**src/esd_pkg.sv**
```systemverilog
// Purpose: Shared constants and state types for the far store, widen,
//          sleep select, add one and short branch decode slice.
// Assumes: APB with 32-bit data; byte addresses on the bus.
// Notes:   Flag positions and register offsets are defined here; the bench repeats them as literals.
`default_nettype none

package esd_pkg;

  // ---------------------------------------------------------------------
  // Register byte offsets
  // ---------------------------------------------------------------------
  localparam logic [7:0] REG_CTRL     = 8'h00;
  localparam logic [7:0] REG_INSN     = 8'h04;
  localparam logic [7:0] REG_OPA      = 8'h08;
  localparam logic [7:0] REG_OPB      = 8'h0c;
  localparam logic [7:0] REG_DISP     = 8'h10;
  localparam logic [7:0] REG_PCNEXT   = 8'h14;
  localparam logic [7:0] REG_FLAGS    = 8'h18;
  localparam logic [7:0] REG_MODE     = 8'h1c;
  localparam logic [7:0] REG_STATUS   = 8'h20;
  localparam logic [7:0] REG_RESULT   = 8'h24;
  localparam logic [7:0] REG_TARGET   = 8'h28;
  localparam logic [7:0] REG_SADDR    = 8'h2c;

  // ---------------------------------------------------------------------
  // Field positions
  // ---------------------------------------------------------------------
  localparam int CTRL_START   = 0;
  localparam int FLG_ZERO     = 0;
  localparam int FLG_NEG      = 1;
  localparam int FLG_CARRY    = 2;
  localparam int FLG_OVF      = 3;
  localparam int FLG_TRAP     = 4;
  localparam int FLG_ROUND    = 5;
  localparam int STS_BUSY     = 0;
  localparam int STS_DONE     = 1;
  localparam int STS_TAKEN    = 2;
  localparam int STS_ADDRERR  = 3;
  localparam int STS_PASSED   = 4;
  localparam int STS_PFWAIT   = 5;

  // ---------------------------------------------------------------------
  // Opcodes
  // ---------------------------------------------------------------------
  localparam logic [7:0] OP_FSW_IND   = 8'h1c;
  localparam logic [7:0] OP_FSW_IDX   = 8'h1d;
  localparam logic [7:0] OP_FSB_IND   = 8'h1e;
  localparam logic [7:0] OP_FSB_IDX   = 8'h1f;
  localparam logic [7:0] OP_WIDEN_W   = 8'h06;
  localparam logic [7:0] OP_WIDEN_B   = 8'h16;
  localparam logic [7:0] OP_SLEEP     = 8'hf6;
  localparam logic [7:0] OP_ADD1_W    = 8'h07;
  localparam logic [7:0] OP_ADD1_B    = 8'h17;
  localparam logic [4:0] OP_BIT_ZERO  = 5'h06;
  localparam logic [4:0] OP_BIT_ONE   = 5'h07;
  localparam logic [7:0] OP_C_SET     = 8'hdb;
  localparam logic [7:0] OP_C_CLR     = 8'hd3;
  localparam logic [7:0] OP_Z_SET     = 8'hdf;
  localparam logic [7:0] OP_Z_CLR     = 8'hd7;
  localparam logic [7:0] OP_S_NBELOW  = 8'hd6;
  localparam logic [7:0] OP_S_BELOW   = 8'hde;
  localparam logic [7:0] OP_S_ABOVE   = 8'hd2;
  localparam logic [7:0] OP_S_NABOVE  = 8'hda;
  localparam logic [7:0] OP_U_ABOVE   = 8'hd9;
  localparam logic [7:0] OP_U_NABOVE  = 8'hd1;
  localparam logic [7:0] OP_RL_CLR    = 8'hd0;
  localparam logic [7:0] OP_OVF_CLR   = 8'hd5;
  localparam logic [7:0] OP_TRAP_CLR  = 8'hd4;

  // ---------------------------------------------------------------------
  // Sleep keys, mode codes and reset values
  // ---------------------------------------------------------------------
  localparam logic [7:0] KEY_IDLE     = 8'h01;
  localparam logic [7:0] KEY_PWRDN    = 8'h02;
  localparam logic [7:0] KEY_STBY     = 8'h03;
  localparam logic [1:0] MODE_IDLE    = 2'h0;
  localparam logic [1:0] MODE_PWRDN   = 2'h1;
  localparam logic [1:0] MODE_STBY    = 2'h2;
  localparam logic [1:0] MODE_RESET   = 2'h3;
  localparam logic [5:0] FLAGS_RST    = 6'h00;
  localparam logic [23:0] ADDR_RST    = 24'h000000;

  typedef enum logic [1:0] {
    ESD_IDLE,
    ESD_EXEC,
    ESD_PFWAIT
  } esd_state_t;

  typedef struct packed {
    esd_state_t  st;
    logic [7:0]  opcode;
    logic [7:0]  arg;
    logic [31:0] opa;
    logic [15:0] opb;
    logic [23:0] disp;
    logic [23:0] pc_next;
    logic [5:0]  flags;
    logic        mode20;
    logic [31:0] result;
    logic [23:0] target;
    logic [23:0] saddr;
    logic [15:0] sdata;
    logic        sbyte;
    logic        addr_err;
    logic        taken;
    logic        passed;
    logic        done;
    logic        store_req;
    logic        wb_req;
    logic        branch_req;
    logic        power_req;
    logic [1:0]  power_mode;
    logic        pass_req;
    logic [31:0] prdata;
  } esd_regs_t;

endpackage

`default_nettype wire

```
**src/esd_decode.sv**
```systemverilog
// Purpose: Executes one decoded instruction of this slice per start.
// Assumes: Software loads opcode, operands, flags, then writes start.
// Notes:   Power requests wait for the prefetch cycle to finish.
//
// Summary of operation
// - Word far store, indirect or indexed address
// - Byte far store, indirect or indexed address
// - 20-bit mode: displacement must fit signed 20
// - Widen word: upper word copies bit 15
// - Widen byte: upper byte copies bit 7
// - Sleep key selects idle, powerdown, standby, reset
// - Wait for prefetch to finish before halting
// - Word register plus one, written back
// - Byte register plus one, written back
// - Bit branches test opcode-selected byte bit
// - Taken target: next address plus sign-extended arg byte
// - Carry set and carry clear branches
// - Zero set and zero clear branches
// - Negative clear and negative set branches
// - Signed above and not above branches
// - Unsigned above and not above branches
// - Branch when round loss flag clear
// - Branch when overflow flag clear
// - Trap clear branch; set trap is cleared
//
// Added by the designer: register access over APB and the register offsets.
`timescale 1ns/1ps
`default_nettype none

module esd_decode (
  input  wire logic        mclk_i,
  input  wire logic        resetn_i,
  input  wire logic        psel_i,
  input  wire logic        penable_i,
  input  wire logic        pwrite_i,
  input  wire logic [7:0]  paddr_i,
  input  wire logic [31:0] pwdata_i,
  output logic [31:0]      prdata_o,
  output logic             pready_o,
  output logic             pslverr_o,
  input  wire logic        prefetch_busy_i,
  output logic             store_req_o,
  output logic [23:0]      store_addr_o,
  output logic [15:0]      store_data_o,
  output logic             store_byte_o,
  output logic             wb_req_o,
  output logic [31:0]      wb_data_o,
  output logic             branch_req_o,
  output logic [23:0]      branch_target_o,
  output logic             power_req_o,
  output logic [1:0]       power_mode_o,
  output logic             pass_req_o,
  output logic [7:0]       pass_opcode_o
);

  // ---------------------------------------------------------------------
  // Decode helpers
  // ---------------------------------------------------------------------

  // True for every short branch this slice owns.
  function automatic logic is_branch(input logic [7:0] op);
    logic hit;
    hit = (op[7:3] == esd_pkg::OP_BIT_ZERO) ||
          (op[7:3] == esd_pkg::OP_BIT_ONE);
    case (op)
      esd_pkg::OP_C_SET, esd_pkg::OP_C_CLR, esd_pkg::OP_Z_SET,
      esd_pkg::OP_Z_CLR, esd_pkg::OP_S_NBELOW, esd_pkg::OP_S_BELOW,
      esd_pkg::OP_S_ABOVE, esd_pkg::OP_S_NABOVE, esd_pkg::OP_U_ABOVE,
      esd_pkg::OP_U_NABOVE, esd_pkg::OP_RL_CLR, esd_pkg::OP_OVF_CLR,
      esd_pkg::OP_TRAP_CLR: hit = 1'b1;
      default: hit = hit;
    endcase
    return hit;
  endfunction

  // Branch condition against the flags word or the tested byte.
  function automatic logic branch_taken(input logic [7:0] op,
                                        input logic [5:0] f,
                                        input logic [7:0] bv);
    logic t;
    logic z;
    logic n;
    logic c;
    z = f[esd_pkg::FLG_ZERO];
    n = f[esd_pkg::FLG_NEG];
    c = f[esd_pkg::FLG_CARRY];
    t = 1'b0;
    if (op[7:3] == esd_pkg::OP_BIT_ZERO)
    begin
      t = !bv[op[2:0]];
    end
    else if (op[7:3] == esd_pkg::OP_BIT_ONE)
    begin
      t = bv[op[2:0]];
    end
    else
    begin
      case (op)
        esd_pkg::OP_C_SET:    t = c;
        esd_pkg::OP_C_CLR:    t = !c;
        esd_pkg::OP_Z_SET:    t = z;
        esd_pkg::OP_Z_CLR:    t = !z;
        esd_pkg::OP_S_NBELOW: t = !n;
        esd_pkg::OP_S_BELOW:  t = n;
        esd_pkg::OP_S_ABOVE:  t = !n && !z;
        esd_pkg::OP_S_NABOVE: t = n || z;
        esd_pkg::OP_U_ABOVE:  t = c && !z;
        esd_pkg::OP_U_NABOVE: t = !c || z;
        esd_pkg::OP_RL_CLR:   t = !f[esd_pkg::FLG_ROUND];
        esd_pkg::OP_OVF_CLR:  t = !f[esd_pkg::FLG_OVF];
        esd_pkg::OP_TRAP_CLR: t = !f[esd_pkg::FLG_TRAP];
        default:              t = 1'b0;
      endcase
    end
    return t;
  endfunction

  // Sleep key to mode code; every unknown key means reset.
  function automatic logic [1:0] key_mode(input logic [7:0] key);
    logic [1:0] m;
    case (key)
      esd_pkg::KEY_IDLE:  m = esd_pkg::MODE_IDLE;
      esd_pkg::KEY_PWRDN: m = esd_pkg::MODE_PWRDN;
      esd_pkg::KEY_STBY:  m = esd_pkg::MODE_STBY;
      default:            m = esd_pkg::MODE_RESET;
    endcase
    return m;
  endfunction

  // Decodes a register byte address; used only for the error response.
  function automatic logic addr_mapped(input logic [7:0] a);
    return (a[1:0] == 2'h0) && (a <= esd_pkg::REG_SADDR);
  endfunction

  // ---------------------------------------------------------------------
  // State
  // ---------------------------------------------------------------------
  esd_pkg::esd_regs_t r;
  esd_pkg::esd_regs_t next_r;

  logic        apb_wr;
  logic        apb_rd_setup;
  logic [23:0] br_disp;
  logic [23:0] idx_addr;
  logic        disp_fits20;

  // Write takes effect in the access cycle; read data is caught in
  // setup so that the answer comes from a flip-flop with no wait state.
  assign apb_wr       = psel_i && penable_i && pwrite_i;
  assign apb_rd_setup = psel_i && !penable_i && !pwrite_i;
  assign br_disp      = {{16{r.arg[7]}}, r.arg};
  assign idx_addr     = r.opa[23:0] + r.disp;
  // A 20-bit signed value has bits 23..19 all equal.
  assign disp_fits20  = (r.disp[23:19] == 5'h00) ||
                        (r.disp[23:19] == 5'h1f);

  // ---------------------------------------------------------------------
  // Next-state logic
  // ---------------------------------------------------------------------

  // Execution, sleep wait, then register writes from the bus.
  always_comb
  begin
    next_r            = r;
    next_r.store_req  = 1'b0;
    next_r.wb_req     = 1'b0;
    next_r.branch_req = 1'b0;
    next_r.power_req  = 1'b0;
    next_r.pass_req   = 1'b0;
    case (r.st)
      esd_pkg::ESD_IDLE:
      begin
        next_r.st = esd_pkg::ESD_IDLE;
      end
      esd_pkg::ESD_EXEC:
      begin
        next_r.st   = esd_pkg::ESD_IDLE;
        next_r.done = 1'b1;
        if (is_branch(r.opcode))
        begin
          next_r.branch_req = 1'b1;
          next_r.taken = branch_taken(r.opcode, r.flags, r.opa[7:0]);
          // Not taken falls through to the following instruction.
          next_r.target = next_r.taken ? r.pc_next + br_disp
                                       : r.pc_next;
          if (r.opcode == esd_pkg::OP_TRAP_CLR &&
              r.flags[esd_pkg::FLG_TRAP])
          begin
            next_r.flags[esd_pkg::FLG_TRAP] = 1'b0;
          end
        end
        else
        begin
          case (r.opcode)
            esd_pkg::OP_FSW_IND, esd_pkg::OP_FSB_IND:
            begin
              next_r.saddr     = r.opa[23:0];
              next_r.sbyte     = r.opcode[1];
              next_r.sdata     = r.opcode[1] ? {8'h00, r.opb[7:0]}
                                             : r.opb;
              next_r.store_req = 1'b1;
            end
            esd_pkg::OP_FSW_IDX, esd_pkg::OP_FSB_IDX:
            begin
              next_r.saddr = idx_addr;
              next_r.sbyte = r.opcode[1];
              next_r.sdata = r.opcode[1] ? {8'h00, r.opb[7:0]} : r.opb;
              // An out-of-range displacement in 20-bit mode stores
              // nothing and is reported in status instead.
              if (r.mode20 && !disp_fits20)
              begin
                next_r.addr_err = 1'b1;
              end
              else
              begin
                next_r.store_req = 1'b1;
              end
            end
            esd_pkg::OP_WIDEN_W:
            begin
              next_r.result = {{16{r.opa[15]}}, r.opa[15:0]};
              next_r.wb_req = 1'b1;
            end
            esd_pkg::OP_WIDEN_B:
            begin
              next_r.result = {r.opa[31:16], {8{r.opa[7]}},
                               r.opa[7:0]};
              next_r.wb_req = 1'b1;
            end
            esd_pkg::OP_ADD1_W:
            begin
              next_r.result = {r.opa[31:16],
                               r.opa[15:0] + 16'h0001};
              next_r.wb_req = 1'b1;
            end
            esd_pkg::OP_ADD1_B:
            begin
              next_r.result = {r.opa[31:8],
                               r.opa[7:0] + 8'h01};
              next_r.wb_req = 1'b1;
            end
            esd_pkg::OP_SLEEP:
            begin
              next_r.power_mode = key_mode(r.arg);
              // Halting mid-prefetch would leave the bus cycle torn.
              if (prefetch_busy_i)
              begin
                next_r.st   = esd_pkg::ESD_PFWAIT;
                next_r.done = 1'b0;
              end
              else
              begin
                next_r.power_req = 1'b1;
              end
            end
            default:
            begin
              next_r.passed   = 1'b1;
              next_r.pass_req = 1'b1;
            end
          endcase
        end
      end
      esd_pkg::ESD_PFWAIT:
      begin
        if (!prefetch_busy_i)
        begin
          next_r.st        = esd_pkg::ESD_IDLE;
          next_r.power_req = 1'b1;
          next_r.done      = 1'b1;
        end
      end
      default:
      begin
        next_r.st = esd_pkg::ESD_IDLE;
      end
    endcase

    // Bus writes. A flags write lands after the trap clear, so software
    // wins a collision. Start is ignored while an instruction runs.
    if (apb_wr)
    begin
      case (paddr_i)
        esd_pkg::REG_CTRL:
        begin
          if (pwdata_i[esd_pkg::CTRL_START] &&
              r.st == esd_pkg::ESD_IDLE)
          begin
            next_r.st       = esd_pkg::ESD_EXEC;
            next_r.done     = 1'b0;
            next_r.taken    = 1'b0;
            next_r.addr_err = 1'b0;
            next_r.passed   = 1'b0;
          end
        end
        esd_pkg::REG_INSN:
        begin
          next_r.opcode = pwdata_i[7:0];
          next_r.arg    = pwdata_i[15:8];
        end
        esd_pkg::REG_OPA:    next_r.opa     = pwdata_i;
        esd_pkg::REG_OPB:    next_r.opb     = pwdata_i[15:0];
        esd_pkg::REG_DISP:   next_r.disp    = pwdata_i[23:0];
        esd_pkg::REG_PCNEXT: next_r.pc_next = pwdata_i[23:0];
        esd_pkg::REG_FLAGS:  next_r.flags   = pwdata_i[5:0];
        esd_pkg::REG_MODE:   next_r.mode20  = pwdata_i[0];
        default:             next_r.mode20  = next_r.mode20;
      endcase
    end

    // Read data is captured in the setup cycle.
    if (apb_rd_setup)
    begin
      case (paddr_i)
        esd_pkg::REG_INSN:   next_r.prdata = {16'h0000, r.arg, r.opcode};
        esd_pkg::REG_OPA:    next_r.prdata = r.opa;
        esd_pkg::REG_OPB:    next_r.prdata = {16'h0000, r.opb};
        esd_pkg::REG_DISP:   next_r.prdata = {8'h00, r.disp};
        esd_pkg::REG_PCNEXT: next_r.prdata = {8'h00, r.pc_next};
        esd_pkg::REG_FLAGS:  next_r.prdata = {26'h0000000, r.flags};
        esd_pkg::REG_MODE:   next_r.prdata = {31'h00000000, r.mode20};
        esd_pkg::REG_STATUS:
          next_r.prdata = {26'h0000000,
                           r.st == esd_pkg::ESD_PFWAIT, r.passed,
                           r.addr_err, r.taken, r.done,
                           r.st != esd_pkg::ESD_IDLE};
        esd_pkg::REG_RESULT: next_r.prdata = r.result;
        esd_pkg::REG_TARGET: next_r.prdata = {8'h00, r.target};
        esd_pkg::REG_SADDR:  next_r.prdata = {8'h00, r.saddr};
        default:             next_r.prdata = 32'h00000000;
      endcase
    end
  end

  // ---------------------------------------------------------------------
  // State register
  // ---------------------------------------------------------------------

  // The whole state resets to constants.
  always_ff @(posedge mclk_i or negedge resetn_i)
  begin
    if (!resetn_i)
    begin
      r       <= '0;
      r.st    <= esd_pkg::ESD_IDLE;
      r.flags <= esd_pkg::FLAGS_RST;
      r.saddr <= esd_pkg::ADDR_RST;
    end
    else
    begin
      r <= next_r;
    end
  end

  // ---------------------------------------------------------------------
  // Outputs
  // ---------------------------------------------------------------------

  // Zero wait states; unmapped addresses answer with an error.
  assign pready_o        = 1'b1;
  assign pslverr_o       = psel_i && penable_i && !addr_mapped(paddr_i);
  assign prdata_o        = r.prdata;
  assign store_req_o     = r.store_req;
  assign store_addr_o    = r.saddr;
  assign store_data_o    = r.sdata;
  assign store_byte_o    = r.sbyte;
  assign wb_req_o        = r.wb_req;
  assign wb_data_o       = r.result;
  assign branch_req_o    = r.branch_req;
  assign branch_target_o = r.target;
  assign power_req_o     = r.power_req;
  assign power_mode_o    = r.power_mode;
  assign pass_req_o      = r.pass_req;
  assign pass_opcode_o   = r.opcode;
endmodule

`default_nettype wire

```
**config.mk**
```make
export PLATFORM = sky130hd
export DESIGN_NAME = esd_decode
export DESIGN_NICKNAME = d
export VERILOG_FILES = /design/src/esd_pkg.sv /design/src/esd_decode.sv
export SDC_FILE = /design/constraint.sdc
export NUM_CORES = 1
export LEC_CHECK = 0
export BUFFER_PORTS_ARGS = -buffer_cell sky130_fd_sc_hd__buf_2
export CORE_MARGIN = 2
export CORE_UTILIZATION = 35
export DETAILED_ROUTE_END_ITERATION = 8
export PLACE_DENSITY_LB_ADDON = 0.1
export SLEW_MARGIN = 5
export SYNTH_ARGS = -nofsm -noshare
export SYNTH_HDL_FRONTEND = slang
export SYNTH_SLANG_ARGS = --single-unit
```
**constraint.sdc**
```tcl
create_clock -name mclk_i -period 3.5 [get_ports mclk_i]
set_input_delay 0.175 -clock mclk_i [delete_from_list [all_inputs] [get_ports mclk_i]]
set_output_delay 0.175 -clock mclk_i [all_outputs]
set_load 0.1 [all_outputs]
```
* Word-level counts from Yosys, hierarchy flattened
Cells that the tools add are included.
** Word-level totals
- Input port bits :: 46
- Logic and storage cells :: 180
- Bits in registers :: 261
- Output and inout port bits :: 146
** Cells by class
- Bitwise gates (word level) :: 1
- Reduce and logical (&&, ||, !) cells :: 49
- Magnitude comparators :: 2
- Equal/unequal tests :: 41
- Mux-type cells :: 57
- $add $sub $neg :: 4
** Operators by type and width (number)
- $pmux 32 s11 :: 1
- $pmux 32 s4 :: 1
- $mux 121 :: 1
- $eq 8x8->1 const B :: 14
- $pmux 41 s2 :: 1
- $eq 8x5->1 const B :: 10
- $mux 24 :: 3
- $add 24x24->24 :: 2
- $mux 16 :: 3
- $eq 8x6->1 const B :: 4
- $mux 32 :: 1
- $eq 8x3->1 const B :: 3
- $mux 1 :: 24
- $mux 4 :: 5
- $add 16x1->16 const B :: 1
- $eq 8x2->1 const B :: 2
- $eq 8x4->1 const B :: 2
- $reduce_and 2->1 :: 8
- $pmux 1 s13 :: 1
- $reduce_or 13->1 :: 1
- $mux 2 :: 6
- $logic_and 1x1->1 :: 11
- $logic_not 1->1 :: 11
- $eq 5x3->1 const B :: 2
- 24 further kinds :: 36

* Logic depth before layout (Yosys ltp)
- Depth in word-level cells :: 12
- Depth in mapped cells :: 12
- Gate-level depth less buffers :: 12

* Worst setup path after synthesis
OpenSTA, ideal clock, no wires.
- Kind :: register -> register
- From :: register r[211] (netlist name)
- To :: register r, in the netlist store_addr_o[22]
- Slack :: 0.647 ns
- Buffers on the path :: 0
- Required time :: 3.354 ns
- Stages on the path, launching flop included :: 13
- Period minus slack after synthesis :: 2.853 ns
- Setup time :: 0.146 ns
- Arrival :: 2.707 ns
- Cells stage by stage :: dfrtp_1 ha_1 inv_1 fa_1 and2b_1 o21ai_1 a21boi_1 nor3_1 o31a_1 o31a_1 o21ai_1 mux2i_1 a31oi_1
** Between the ends
- Word-level cells in the longest chain between the ends :: 2
** RTL lines
- start: declaration :: RTL line esd_decode.sv:138 : esd_pkg::esd_regs_t r;
- start signal: assignment :: RTL line esd_decode.sv:351 : r <= next_r;
- $add 24x24->24 :: RTL line esd_decode.sv:152 : assign idx_addr = r.opa[23:0] + r.disp;
- $pmux 41 s2 :: RTL line esd_decode.sv:194 : case (r.opcode)
No other way between the ends. The select of a mux whose other input is x is not followed.
A chain may end at the register's enable or synchronous reset.

* Final worst setup path
Ends and elaborated chain as after synthesis.

==> flow_metrics.py <==
metrics = {
    "finish": {
        "multi_input_area_um2": 7272,
        "fin_nets": 1742,
        "final_common_cell": "dfrtp_1",
        "n_antenna_cell": 0,
        "layout_common_cells": "259 x dfrtp_1, 189 x buf_2, 161 x nand2_1",
        "fillers": 4352,
        "regArea_um2": 6534,
        "drive_gt1_frac": 0.2665,
        "syn_to_final_growth_pct": 14.70,
        "fin_cells": 2251,
    },
    "timing": {
        "finalMaxSlewViolations": 0,
        "fmax_ghz": 0.3047,
        "finalSetupViolations": 0,
        "finalHoldViolations": 0,
        "fin_crit_sh": 0.9377,
        "tns_ns": 0,
        "clock_skew_ns": 0.01757,
        "grt_setup_unrepaired": "no",
        "relSlewSlack": 0.2210,
        "finalCriticalPeriod_ns": 3.282,
        "worst_pin_slew_ns": 1.163,
        "whs_ns": 0.03295,
    },
    "cts": {
        "clk_path_buf_depth": 3,
        "clock_latency_ns": 0.58,
        "numCtsBuffers": 31,
        "cts_tree": "yes",
        "cts-root-buf": "clkbuf_16",
        "clk_pin_slew_worst_paths_ns": 0.06,
        "post_cts_buffers": 0,
        "h-tree-depth": 1,
        "cts.sinks": 261,
    },
    "route": {
        "vias_per_cell": 5.524,
        "drt-pass1-iter-count": 6,
        "drc": 0,
        "routed_wl_mm": 54.30,
        "drt_iter0_markers": 999,
        "ant_nets": 0,
        "num_vias": 12440,
        "drt-wirelength-per-cell_um": 24.12,
    },
    "pwr": {
        "clkPwrFrac": 0.486,
        "cellPowerDensity_nw_per_um2": 424.3,
        "combPwrFrac": 0.092,
        "p_sw_frac": 0.2606,
        "power_frac_seq": 0.423,
        "switching_power_mw": 1.932,
        "irDropWorstVdd_v": 0.0003132,
        "leakagePower_nw": 8.372,
        "intPower_mw": 5.481,
    },
    "floorplan": {
        "core_um2": 42980,
        "die_h_um": 212.6,
        "die_x_um": 212.6,
        "row_count": 76,
        "initial_core_util": 0.3544,
        "pin_count": 192,
        "dieArea_um2": 45210,
    },
    "placement": {
        "place_inst": 2165,
        "portBuffers": 190,
        "dp_hpwl_mm": 38.97,
        "gp_congestion": 0.8892,
    },
    "worst_setup_path": {
        "startpoint_type": "flop",
        "worstSetupEndpointType": "flop",
        "cp.required_ns": 3.95,
        "critPathMaxFanout": 8,
        "cp.arrival_ns": 3.73,
        "critPathKind": "reg2reg",
    },
    "global_routing": {
        "grt_first_pass_wirelength_mm": 80.46,
        "grt_pass1_vias": 12190,
        "grt_usage": 0.2393,
        "grt_max_degree": 89,
        "overflow": 0,
        "antenna_found_initial": 0,
    },
    "logic_synthesis": {
        "synth_ff_type": "dfrtp_1",
        "synth_area_per_cell_um2": 9.834,
        "syn-cell-area_um2": 15230,
        "yosysUniqueCellTypes": 81,
        "synthCells": 1549,
        "ys_seq_area_frac": 0.4288,
        "ys_ff_latch": 261,
        "yosysWarnings": 0,
        "synthArstFlopShare": 1.000,
        "synth-edff-count": 0,
        "synthesis.nets": 1647,
    },
    "worst_hold_path": {
        "min-delay-path-class": "in2reg",
    },
    "job": {
        "max_cap_violations": 0,
    },
    "outcome": {
        "status": "completed",
    },
}
## final cells by class
type | instances | area share
sequential | 261 | 0.3740
clock buffer | 43 | 0.05042
timing repair buffer | 276 | 0.09926
tap | 585 | 0.04190
inverter | 22 | 0.004727
clock inverter | 12 | 0.01346
multi-input combinational | 1052 | 0.4162
## cell families after synthesis
logic type / Yosys count / synth area share
other cells: 1 / 0.0002462
compound gates: 428 / 0.1884
xor+xnor: 38 / 0.02185
simple gates: 400 / 0.1217
mux: 133 / 0.09939
buf+inv: 236 / 0.09594
flops: 261 / 0.4288
fa+ha+maj: 52 / 0.04370
## layer usage
layer	up-vias	GRT usage	routed length (µm)
met3	95	0.03663	3298
met5	-	0	0
li1	5722	-	-
met4	0	0.07620	1661
met1	6206	0.3422	25270
met2	412	0.3709	24070
## Yosys cell counts (21+ instances only)
master    number  area share
buf_4        141       0.069
mux2_2       116       0.086
a221oi_1      27       0.016
a21oi_1       79       0.026
clkbuf_1      58       0.014
a31oi_1       41       0.017
o21ai_0      117       0.038
a222oi_1      27       0.018
inv_1         21      0.0052
a21o_1        21       0.010
ha_1          50       0.041
nand2_1      161       0.040
dfrtp_1      261        0.43
nand3_1       23      0.0076
a22o_1        26       0.015
nor2_1       102       0.025
## worst paths after layout
kind,from,endpoint,slack [ns],cells past startpoint
max,r[211],store_addr_o[22],0.22,12
min,pwdata_i[3],pass_opcode_o[3],0.03,2
max reg2reg,r[211],store_addr_o[22],0.22,12
min reg2reg,prdata_o[1],prdata_o[1],0.47,1
max in group asynchronous,resetn_i,r[237],2.31,3
min in group asynchronous,resetn_i,pass_opcode_o[3],0.17,2
## critical path, stage by stage (launching register included)
cell and delay (ns):
dfrtp_1 0.48, ha_1 0.25, inv_1 0.07, fa_1 0.37, and2b_1 0.22, o21ai_1 0.10
a21boi_1 0.25, nor3_1 0.12, o31a_1 0.35, o31a_1 0.35, o21ai_1 0.26, mux2i_1 0.22
a31oi_1 0.10
## registers in the layout, summed over array words and instances (netlist names), 2 cells and up
signal and flops:
br_disp 8, prdata_o 32, store_addr_o 24, store_data_o 16, power_mode_o 2, wb_data_o 32
r 109, branch_target_o 24, pass_opcode_o 8
## power groups by stage
stage | clock, mW | combinational, mW | sequential, mW
finish | 3.60 | 0.679 | 3.14
global route | 3.79 | 0.722 | 3.14
CTS | 3.68 | 0.685 | 3.13
detailed placement | 0 | 0.656 | 3.19
global placement | 0 | 0.654 | 3.19
floorplan | 0 | 0.504 | 3.16
## metrics by stage
step / util / setup slack (ns) / total power, mW / instance area (µm²)
after floorplan: - / 0.6473 / 3.669 / 15230
after global placement: 0.3733 / 0.3222 / 3.842 / 16040
after detailed placement: 0.3733 / 0.2585 / 3.844 / 16040
after CTS: 0.4064 / 0.2314 / 7.498 / 17470
after global routing: 0.4065 / 0.03222 / 7.659 / 17470
final: 0.4065 / 0.2182 / 7.413 / 17470
## timing repair
| action | in CTS | in global routing |
|---|---|---|
| endpoints found under the hold margin | 185 | 0 |
| hold buffers | 31 | 0 |
| resized for setup | 0 | 1 |
| setup endpoints to repair | 0 | 2 |
Power figures use the tool's default switching activity.
